[config.mk]
export PLATFORM = sky130hd
export DESIGN_NAME = sbp_spi_slave
export DESIGN_NICKNAME = d
export VERILOG_FILES = /design/src/sbp_pkg.sv /design/src/sbp_spi_slave.sv
export VERILOG_INCLUDE_DIRS = /design/src
export SDC_FILE = /design/constraint.sdc
export NUM_CORES = 1
export LEC_CHECK = 0
export ABC_AREA = 1
export ABC_CLOCK_PERIOD_IN_PS = 3140
export BUFFER_PORTS_ARGS = -buffer_cell sky130_fd_sc_hd__buf_2
export CORE_UTILIZATION = 30
export DETAILED_ROUTE_END_ITERATION = 8
export RECOVER_POWER = 50
export SLEW_MARGIN = 20
export SYNTH_ARGS = -nofsm -noshare
export SYNTH_HDL_FRONTEND = slang
export SYNTH_SLANG_ARGS = --single-unit
[constraint.sdc]
create_clock -name clock -period 3.14 [get_ports clock]
set_input_delay 0.314 -clock clock [delete_from_list [all_inputs] [get_ports clock]]
set_output_delay 0.314 -clock clock [all_outputs]
set_load 0.01 [all_outputs]
[src/sbp_params.svh]
`ifndef SBP_PARAMS_SVH
`define SBP_PARAMS_SVH

// ****************************************************
// Register indices (byte address is four times index)
// ****************************************************
`define SBP_ADDR_W 8
`define SBP_IDX_MAIN_CONTROL 3'h0
`define SBP_IDX_BUFFER_AND_PHASE 3'h1
`define SBP_IDX_IRQ_ENABLES 3'h2
`define SBP_IDX_IRQ_FLAGS 3'h3
`define SBP_IDX_DATA_PORT 3'h4

// ****************************************************
// Reset values and writable masks
// ****************************************************
`define SBP_RST_REG 8'h00
`define SBP_MASK_MAIN 8'h77
`define SBP_MASK_BUF 8'hC7
`define SBP_MASK_IEN 8'hF1
`define SBP_MASK_W1C 8'hD1

// ****************************************************
// Field positions
// ****************************************************
`define SBP_BIT_ENABLE 0
`define SBP_BIT_MASTER 5
`define SBP_BIT_LSB_FIRST 6
`define SBP_BIT_BUFFER_MODE_ON 7
`define SBP_BIT_BUFFER_WAIT_RECEIVE 6
`define SBP_BIT_MODE_PHASE 0
`define SBP_BIT_MODE_POLARITY 1
`define SBP_BIT_RX_COMPLETE_FLAG 7
`define SBP_BIT_TX_COMPLETE_FLAG 6
`define SBP_BIT_TX_BUFFER_EMPTY_FLAG 5
`define SBP_BIT_SELECT_TRIGGER_FLAG 4
`define SBP_BIT_BUF_OVERFLOW_FLAG 0
`define SBP_BIT_PLAIN_IRQ_ENABLE 0

// ****************************************************
// Counts
// ****************************************************
`define SBP_LAST_BIT 3'h7
`define SBP_RX_DEPTH 2'h2

`endif

[src/sbp_pkg.sv]
`include "sbp_params.svh"

package sbp_pkg;

  typedef enum logic [0:0] {
    SBP_IDLE  = 1'b0,
    SBP_SHIFT = 1'b1
  } sbp_xfer_t;

  typedef struct packed {
    logic psel;
    logic penable;
    logic pwrite;
    logic [`SBP_ADDR_W-1:0] paddr;
    logic [31:0] pwdata;
  } sbp_apb_req_t;

  typedef struct packed {
    logic sck1;
    logic sck2;
    logic sck3;
    logic sel1;
    logic sel2;
    logic sel3;
    logic mosi1;
    logic mosi2;
  } sbp_sync_t;

  typedef struct packed {
    sbp_sync_t sy;
    sbp_xfer_t xfer;
    logic [7:0] main_ctl;
    logic [7:0] buf_ctl;
    logic [7:0] ien;
    logic [7:0] flags;
    logic [7:0] sh;
    logic [7:0] txbuf;
    logic tx_full;
    logic sh_full;
    logic [2:0] bitcnt;
    logic [1:0][7:0] rxf;
    logic [1:0] rx_cnt;
    logic ev1;
    logic txc1;
    logic ev2;
    logic pready;
    logic pslverr;
    logic [7:0] rdata;
    logic irq;
    logic miso;
    logic miso_oe;
  } sbp_state_t;

endpackage

[src/sbp_spi_slave.sv]
// Local design decision: the APB slave port.
`timescale 1ns/1ps
`default_nettype none

module sbp_spi_slave (
  input wire logic clock,
  input wire logic rst_n,
  input wire sbp_pkg::sbp_apb_req_t apb_req,
  output logic [31:0] prdata,
  output logic pready,
  output logic pslverr,
  input wire logic sck,
  input wire logic mosi,
  input wire logic ss_n,
  input wire logic miso_dir_out,
  input wire logic sleep_deep,
  output logic miso_o,
  output logic miso_oe,
  output logic irq
);

  // ****************************************************
  // State
  // ****************************************************
  sbp_pkg::sbp_state_t q;
  sbp_pkg::sbp_state_t d;

  assign prdata = {24'h00_0000, q.rdata};
  assign pready = q.pready;
  assign pslverr = q.pslverr;
  assign miso_o = q.miso;
  assign miso_oe = q.miso_oe;
  assign irq = q.irq;

  // ****************************************************
  // Configuration decode
  // ****************************************************
  logic enabled;
  logic master;
  logic lsb_first;
  logic buf_mode;
  logic wait_rx;
  logic cpha;
  logic cpol;
  logic selected;

  assign enabled = q.main_ctl[`SBP_BIT_ENABLE];
  assign master = q.main_ctl[`SBP_BIT_MASTER];
  assign lsb_first = q.main_ctl[`SBP_BIT_LSB_FIRST];
  assign buf_mode = q.buf_ctl[`SBP_BIT_BUFFER_MODE_ON];
  assign wait_rx = q.buf_ctl[`SBP_BIT_BUFFER_WAIT_RECEIVE];
  assign cpha = q.buf_ctl[`SBP_BIT_MODE_PHASE];
  assign cpol = q.buf_ctl[`SBP_BIT_MODE_POLARITY];
  // Deep sleep looks like a deselect so a transfer is cut short
  assign selected = enabled & ~master & ~q.sy.sel2 & ~sleep_deep;

  // ****************************************************
  // Clock edges
  // ****************************************************
  logic sck_rise;
  logic sck_fall;
  logic lead_edge;
  logic trail_edge;
  logic sample_edge;
  logic setup_edge;
  logic select_fell;

  // Edge finders read the second and third stages only
  assign sck_rise = q.sy.sck2 & ~q.sy.sck3;
  assign sck_fall = ~q.sy.sck2 & q.sy.sck3;
  assign lead_edge = cpol ? sck_fall : sck_rise;
  assign trail_edge = cpol ? sck_rise : sck_fall;
  assign sample_edge = cpha ? trail_edge : lead_edge;
  assign setup_edge = cpha ? lead_edge : trail_edge;
  assign select_fell = q.sy.sel3 & ~q.sy.sel2;

  // ****************************************************
  // Bus decode
  // ****************************************************
  logic bus_acc;
  logic bus_done;
  logic addr_hit;
  logic [2:0] idx;
  logic wr_data;
  logic rd_data;
  logic [7:0] wbyte;

  assign bus_acc = apb_req.psel & apb_req.penable;
  assign bus_done = bus_acc & q.pready;
  assign idx = apb_req.paddr[4:2];
  assign addr_hit = (apb_req.paddr[1:0] == 2'h0) &
                    (apb_req.paddr[`SBP_ADDR_W-1:5] == '0) &
                    (idx <= `SBP_IDX_DATA_PORT);
  assign wbyte = apb_req.pwdata[7:0];
  assign wr_data = bus_done & apb_req.pwrite & addr_hit &
                   (idx == `SBP_IDX_DATA_PORT);
  assign rd_data = bus_done & ~apb_req.pwrite & addr_hit &
                   (idx == `SBP_IDX_DATA_PORT);

  // ****************************************************
  // Shift data helpers
  // ****************************************************
  logic out_bit;
  logic [7:0] shifted;
  logic byte_end;

  assign out_bit = lsb_first ? q.sh[0] : q.sh[7];
  assign shifted = lsb_first ? {q.sy.mosi2, q.sh[7:1]} :
                               {q.sh[6:0], q.sy.mosi2};
  assign byte_end = (q.xfer == sbp_pkg::SBP_SHIFT) & selected &
                    sample_edge & (q.bitcnt == `SBP_LAST_BIT);

  // ****************************************************
  // Next state
  // ****************************************************
  always_comb begin
    d = q;

    // Two flops before any logic reads sck, ss_n or mosi; sleep_deep and miso_dir_out are read directly
    d.sy.sck1 = sck;
    d.sy.sck2 = q.sy.sck1;
    d.sy.sck3 = q.sy.sck2;
    d.sy.sel1 = ss_n;
    d.sy.sel2 = q.sy.sel1;
    d.sy.sel3 = q.sy.sel2;
    d.sy.mosi1 = mosi;
    d.sy.mosi2 = q.sy.mosi1;

    d.ev1 = 1'b0;
    d.ev2 = 1'b0;
    d.txc1 = 1'b0;

    // ---------------- APB slave, one wait state
    if (bus_acc & ~q.pready) begin
      d.pready = 1'b1;
      d.pslverr = ~addr_hit;
      d.rdata = 8'h00;
      if (addr_hit) begin
        case (idx)
          `SBP_IDX_MAIN_CONTROL: d.rdata = q.main_ctl;
          `SBP_IDX_BUFFER_AND_PHASE: d.rdata = q.buf_ctl;
          `SBP_IDX_IRQ_ENABLES: d.rdata = q.ien;
          `SBP_IDX_IRQ_FLAGS: d.rdata = q.flags;
          `SBP_IDX_DATA_PORT: d.rdata = q.rxf[0];
          default: d.rdata = 8'h00;
        endcase
      end
    end else begin
      d.pready = 1'b0;
      d.pslverr = 1'b0;
    end

    // ---------------- Register writes; clears come before sets
    if (bus_done & apb_req.pwrite & addr_hit) begin
      case (idx)
        `SBP_IDX_MAIN_CONTROL: d.main_ctl = wbyte & `SBP_MASK_MAIN;
        `SBP_IDX_BUFFER_AND_PHASE: d.buf_ctl = wbyte & `SBP_MASK_BUF;
        `SBP_IDX_IRQ_ENABLES: d.ien = wbyte & `SBP_MASK_IEN;
        `SBP_IDX_IRQ_FLAGS: d.flags = q.flags & ~(wbyte & `SBP_MASK_W1C);
        default: d.flags = d.flags;
      endcase
    end

    if (wr_data) begin
      if (buf_mode) begin
        // Full buffer refuses the byte; software should watch empty flag
        if (!q.tx_full) begin
          d.txbuf = wbyte;
          d.tx_full = 1'b1;
          d.flags[`SBP_BIT_TX_BUFFER_EMPTY_FLAG] = 1'b0;
        end
      end else if (selected && q.bitcnt != 3'h0) begin
        d.flags[`SBP_BIT_TX_COMPLETE_FLAG] = 1'b1;
      end else begin
        d.sh = wbyte;
      end
    end

    // ---------------- Receive queue pop
    if (rd_data && q.rx_cnt != 2'h0) begin
      d.rxf[0] = q.rxf[1];
      d.rx_cnt = q.rx_cnt - 2'h1;
      if (buf_mode && q.rx_cnt == 2'h1) begin
        d.flags[`SBP_BIT_RX_COMPLETE_FLAG] = 1'b0;
      end
    end

    // ---------------- Wait-receive preload while deselected
    if (buf_mode && wait_rx && q.sy.sel2 && q.tx_full && !q.sh_full) begin
      d.sh = q.txbuf;
      d.tx_full = 1'b0;
      d.sh_full = 1'b1;
      d.flags[`SBP_BIT_TX_BUFFER_EMPTY_FLAG] = 1'b1;
    end

    // ---------------- Transfer engine
    if (!selected) begin
      // Partial byte is never pushed, so it is simply lost
      d.xfer = sbp_pkg::SBP_IDLE;
      d.bitcnt = 3'h0;
    end else if (q.xfer == sbp_pkg::SBP_IDLE) begin
      if (select_fell) begin
        d.xfer = sbp_pkg::SBP_SHIFT;
        d.bitcnt = 3'h0;
        d.miso = out_bit;
        if (buf_mode) begin
          d.flags[`SBP_BIT_SELECT_TRIGGER_FLAG] = 1'b1;
        end
      end
    end else begin
      if (setup_edge) begin
        d.miso = out_bit;
      end
      if (sample_edge) begin
        d.bitcnt = q.bitcnt + 3'h1;
        d.sh = shifted;
      end
    end

    // ---------------- Byte end
    if (byte_end) begin
      if (buf_mode) begin
        if (q.rx_cnt == `SBP_RX_DEPTH) begin
          d.flags[`SBP_BIT_BUF_OVERFLOW_FLAG] = 1'b1;
        end else begin
          d.rxf[d.rx_cnt[0]] = shifted;
          d.rx_cnt = d.rx_cnt + 2'h1;
        end
        if (q.tx_full) begin
          // Old shifter content goes out as a dummy until this copy
          d.sh = q.txbuf;
          d.tx_full = 1'b0;
          d.sh_full = 1'b1;
          d.flags[`SBP_BIT_TX_BUFFER_EMPTY_FLAG] = 1'b1;
        end else begin
          d.sh_full = 1'b0;
        end
        d.ev1 = 1'b1;
        d.txc1 = ~q.tx_full;
      end else begin
        d.rxf[0] = shifted;
        d.rx_cnt = 2'h1;
        d.flags[`SBP_BIT_RX_COMPLETE_FLAG] = 1'b1;
      end
    end

    // ---------------- Flag pipeline in buffer mode
    if (q.ev1) begin
      d.flags[`SBP_BIT_RX_COMPLETE_FLAG] = 1'b1;
      d.ev2 = q.txc1;
    end
    if (q.ev2) begin
      d.flags[`SBP_BIT_TX_COMPLETE_FLAG] = 1'b1;
    end

    // ---------------- Pin drive and interrupt
    d.miso_oe = selected & miso_dir_out;
    if (buf_mode) begin
      d.irq = |(q.flags[7:4] & q.ien[7:4]);
    end else begin
      d.irq = q.flags[`SBP_BIT_RX_COMPLETE_FLAG] &
              q.ien[`SBP_BIT_PLAIN_IRQ_ENABLE];
    end
  end

  // ****************************************************
  // Registers
  // ****************************************************
  always_ff @(posedge clock or negedge rst_n) begin
    if (!rst_n) begin
      q <= '0;
      q.sy.sel1 <= 1'b1;
      q.sy.sel2 <= 1'b1;
      q.sy.sel3 <= 1'b1;
      q.main_ctl <= `SBP_RST_REG;
      q.buf_ctl <= `SBP_RST_REG;
      q.ien <= `SBP_RST_REG;
      q.flags <= `SBP_RST_REG;
      q.xfer <= sbp_pkg::SBP_IDLE;
    end else begin
      q <= d;
    end
  end

endmodule

`default_nettype wire

======== Word-level counts from Yosys, hierarchy flattened ========
Cells that the tools add are included.
word-level totals
  flip-flop bits (word level) ............. 88
  bits of input ports ..................... 50
  output and inout bits ................... 37
  word-level logic and storage cells ...... 174
cells by class
  add/subtract/negate cells ............... 3
  $lt $le $gt $ge ......................... 3
  eq/ne operators ......................... 10
  mux-type cells .......................... 68
  bitwise logic cells ..................... 35
  reduce and logical (&&, ||, !) cells .... 24
operator list
  cell                number
  $mux 8              12
  $pmux 8 s5          1
  $mux 9              4
  $mux 1              34
  $mux 10             3
  $and 1x1->1         22
  $mux 17             1
  $bwmux 16           1
  $mux 12             1
  $mux 2              6
  $mux 3              4
  $not 1->1           10
  $reduce_and 2->1    5
  $reduce_and 3->1    3
  $and 8x8->8         1
  $demux 8 s1         1
  $logic_and 1x1->1   8
  $not 8->8           1
  $eq 3x2->1 const B  2
  $eq 3x3->1 const B  2
  $logic_not 3->1     2
  $ne 3x2->1 const B  2
  $and 4x4->4         1
  $reduce_bool 2->1   2
  14 further kinds    14

======== Longest topological paths before layout ========
  word-level depth ........................ 15
  mapped depth ............................ 13
  gate-level depth less buffers ........... 13

======== Least setup slack after synthesis ========
OpenSTA, ideal clock, no wires.
  path type ............................... flip-flop to flip-flop
  start point ............................. register q[16] (netlist name)
  end point ............................... register q[27] (netlist name)
  library setup time ...................... 0.117 ns
  data arrival time ....................... 1.551 ns
  required time ........................... 3.023 ns
  slack ................................... 1.472 ns
  cell stages (with the launch flop) ...... 13
  path buffers ............................ 0
  clock period less this slack ............ 1.668 ns
  path through ............................ dfrtp_1 -> inv_1 -> ha_1 -> inv_1 -> nand2_1 -> nor3_4 -> nand3_1 -> nand2_1 -> inv_2 -> nor2_2 -> nand2_2 -> nand2_1 -> nand2_1
between the ends
  cells in the longest elaborated chain, start to end .. 8
  elaborated cells between the ends (all ways) .. 13
  classes of those cells .................. add/sub: 1; order compare: 2; eq/ne: 1; mux: 4; bitwise: 1; reduce/logical: 4
ends and longest elaborated chain
  element                                                              line                 text
  from (decl)                                                          sbp_spi_slave.sv:25  sbp_pkg::sbp_state_t q;
  parallel branches: the longest is 8 deep, another holds $sub 2x1->2  -
Parallel ways; which one is timed is not known.
A chain may end at the register's enable or synchronous reset.

==> results.md <==
* Clock-pin slew on the worst setup and hold paths at 0.07 ns
* Worst VDD drop at between 0.2 and 0.3 mV
* # fillers at between 1,500 and 2,000
* HP Class: input port to flip-flop
* Mapped Cells at 587
* Pleak at about 2.6 nW
* Clock skew at 0.00925 ns
* Largest register FFs at 60
* H-tree depth at 3
* Post-route cell area at between 5000 and 6000 um^2
* Fin. Hold Viols at 0
* DIE AREA at 15,900 um^2
* CTS Buffer Depth at 2
* Unique masters post-synth at 42
* Area of the multi-input gates at between 1500 and 2000 um^2
* Cell Area, Synth at 4620 um^2
* Share of cells above drive strength 1 at 0.117
* Crit share post-route at 0.726
* HPWL Detailed at 8.09 mm
* RSZ-0062 raised after global routing: false
* Drt total wl at 11.2 mm
* Crit path launch type: input port
* Number of buffers added on ports at 38
* Worst Tran Pin Value at 1.86 ns
* Hold WS at 0.0467 ns
* Count of final setup violators at 0
* Via density at 4.54
* F_max at 439 MHz
* Top reg by flops: q
* Synthesis-to-layout area growth at 10.8%
* Most common cell after layout, fill and taps aside: nand2_1
* Ant diodes at 0
* Seq/Total Area, Yosys at 0.461
* Die extent in y at 126 um
* Max-Slew Margin vs Limit at -0.238
* CTS sink cnt at 85
* Core ar. at ~15,000 um^2
* Num rows at 45
* DP Cell Count at 797
* Clk Latency, worst-skew pair at 0.35 ns
* Setup CP Type: input port to asynchronous set/reset pin
* First-pass iteration count of the detailed router at 5
* Max-Cap Viols at 1
* # IOs at a little under 90
* Setup TNS at 0 ns
* Worst Path Required at 3.60 ns
* Top post-synthesis cells by area: dfrtp_1 44%, nand2_1 13%, o21ai_0 6.3%, inv_1 5.7%, buf_4 5.4%
* Storage cell area at approximately 2100 um^2
* Crit. End Element: asynchronous set/reset pin
* Area after DPL at between 4000 and 5000 um^2
* Die Span X at ~130 um
* Vias in the first global route at 3,463
* DRC at 0
* Mean Syn Cell Area at 7.87 um^2
* Non-Filler Instances at 814
* Via total after detailed routing at 3,696
* Failing checks: max-capacitance violations, max-slew violations
* Cts repair resizes at 0
* Final Max Tran Viols at 33
* Proportion of netlist area held by the largest area contributor at 0.444
* Final ANT Viol Nets at 0
* Congestion Overflow GR at 0
* Most frequent cells in the layout: 165 x nand2_1, 82 x dfrtp_1, 70 x inv_1
* Avg WL per Cell at between 10 and 15 um
* Total power at 2.24 mW
* Gpl congestion at around 0.8
* WP data arrival at 2.74 ns
* Status: finished, violations left
* Layout Nets at 677
* Pin count of the biggest net entering global routing at 33
* Synth warnings at 0
* CTS tree: yes
* Root Driver: clkbuf_16
* Fraction of registers with async set/reset at 1.00
* Flops & latches, synth at 85
* First-pass GRT wire length at 18.4 mm
* Top FF cell, synth: dfrtp_1
* Initial antenna violation count at 0
* Starting Density at 0.305
* Cts bufs inserted at 9
* Worst Path Max Fanout at 32
* Biggest area consumer among synthesized cells: dfrtp_1
* Pwr dens at 437 nW/um^2
* Post-layout minimum cycle time at 2.28 ns
* EDFF count, synth at 0
* GRT Overall Usage at 0.152
* First DRT Iteration DRCs at 310
==> final cells by class <==
class,instances,share of cell area
inverter,73,0.0538
multi-input combinational,410,0.389
clock buffer,10,0.0467
timing repair buffer,42,0.0396
clock inverter,6,0.00855
tap,188,0.0459
sequential,85,0.416
==> path summary, 6_finish.rpt <==
kind                       depth (start not counted)  slack (ns)    end  startpoint
max                                                3        0.86  q[90]       rst_n
min reg2reg                                        0        0.35  q[88]       d[88]
max in group clock                                10        0.90  q[20]      master
min in group asynchronous                          2        1.01  q[88]       rst_n
max reg2reg                                       10        0.90  q[20]      master
min                                                1        0.05  d[91]        ss_n
==> routing by layer <==
metal,part of all wire,global-route usage,routed length (um)
met1,0.49,0.214,5520
met2,0.45,0.229,5060
met3,0.041,0.0263,454
met4,0.015,0.0602,172
met5,0,0,0
==> critical path, stage by stage <==
cell	delay [ns]
dlygate4sd3_1	0.52
clkbuf_1	1.32
buf_4	0.55
==> kinds of logic (layout without fill, tap and decap cells) <==
| family | count (synthesis) | count (layout) | share of synthesized area |
|---|---|---|---|
| AND/OR/NAND/NOR | 296 | 296 | 0.295 |
| buffers and inverters | 115 | 131 | 0.125 |
| other | 1 | 24 | 0.000811 |
| AO/OA/AOI/OAI | 84 | 84 | 0.102 |
| flip-flops | 85 | 85 | 0.461 |
| adder cells (fa/ha/maj) | 6 | 6 | 0.0162 |
==> per-stage QoR <==
| step | setup slack (ns) | utilization |
|---|---|---|
| 5_1_grt | 0.491 | 0.338 |
| 3_3_place_gp | 0.980 | 0.321 |
| 4_1_cts | 0.929 | 0.340 |
| 3_5_place_dp | 0.937 | 0.321 |
| 6_report | 0.861 | 0.338 |
| 2_1_floorplan | 1.47 | - |
==> power by group <==
part           total, mW  switching, mW  internal [mW]
Sequential          1.11        0.00467           1.10
Clock               1.03          0.466          0.562
Combinational      0.102         0.0797         0.0226
==> cells in the mapped netlist, drive strengths merged (2+ instances only) <==
| cell | number |
|---|---|
| nand4 | 6 |
| o211ai | 2 |
| a221oi | 3 |
| o21ai | 62 |
| nand3 | 46 |
| buf | 39 |
| a21oi | 7 |
| dfstp | 3 |
| nor2 | 63 |
| ha | 6 |
| a211oi | 2 |
| nand2 | 174 |
| clkbuf | 3 |
| nor3 | 4 |
| a22o | 2 |
| inv | 72 |
| dfrtp | 82 |
==> timing repair <==
action	CTS	global route
hold buffers	1	0
buffers inserted	0	0
hold endpoints to repair	28	0
Power figures use the tool's default switching activity.
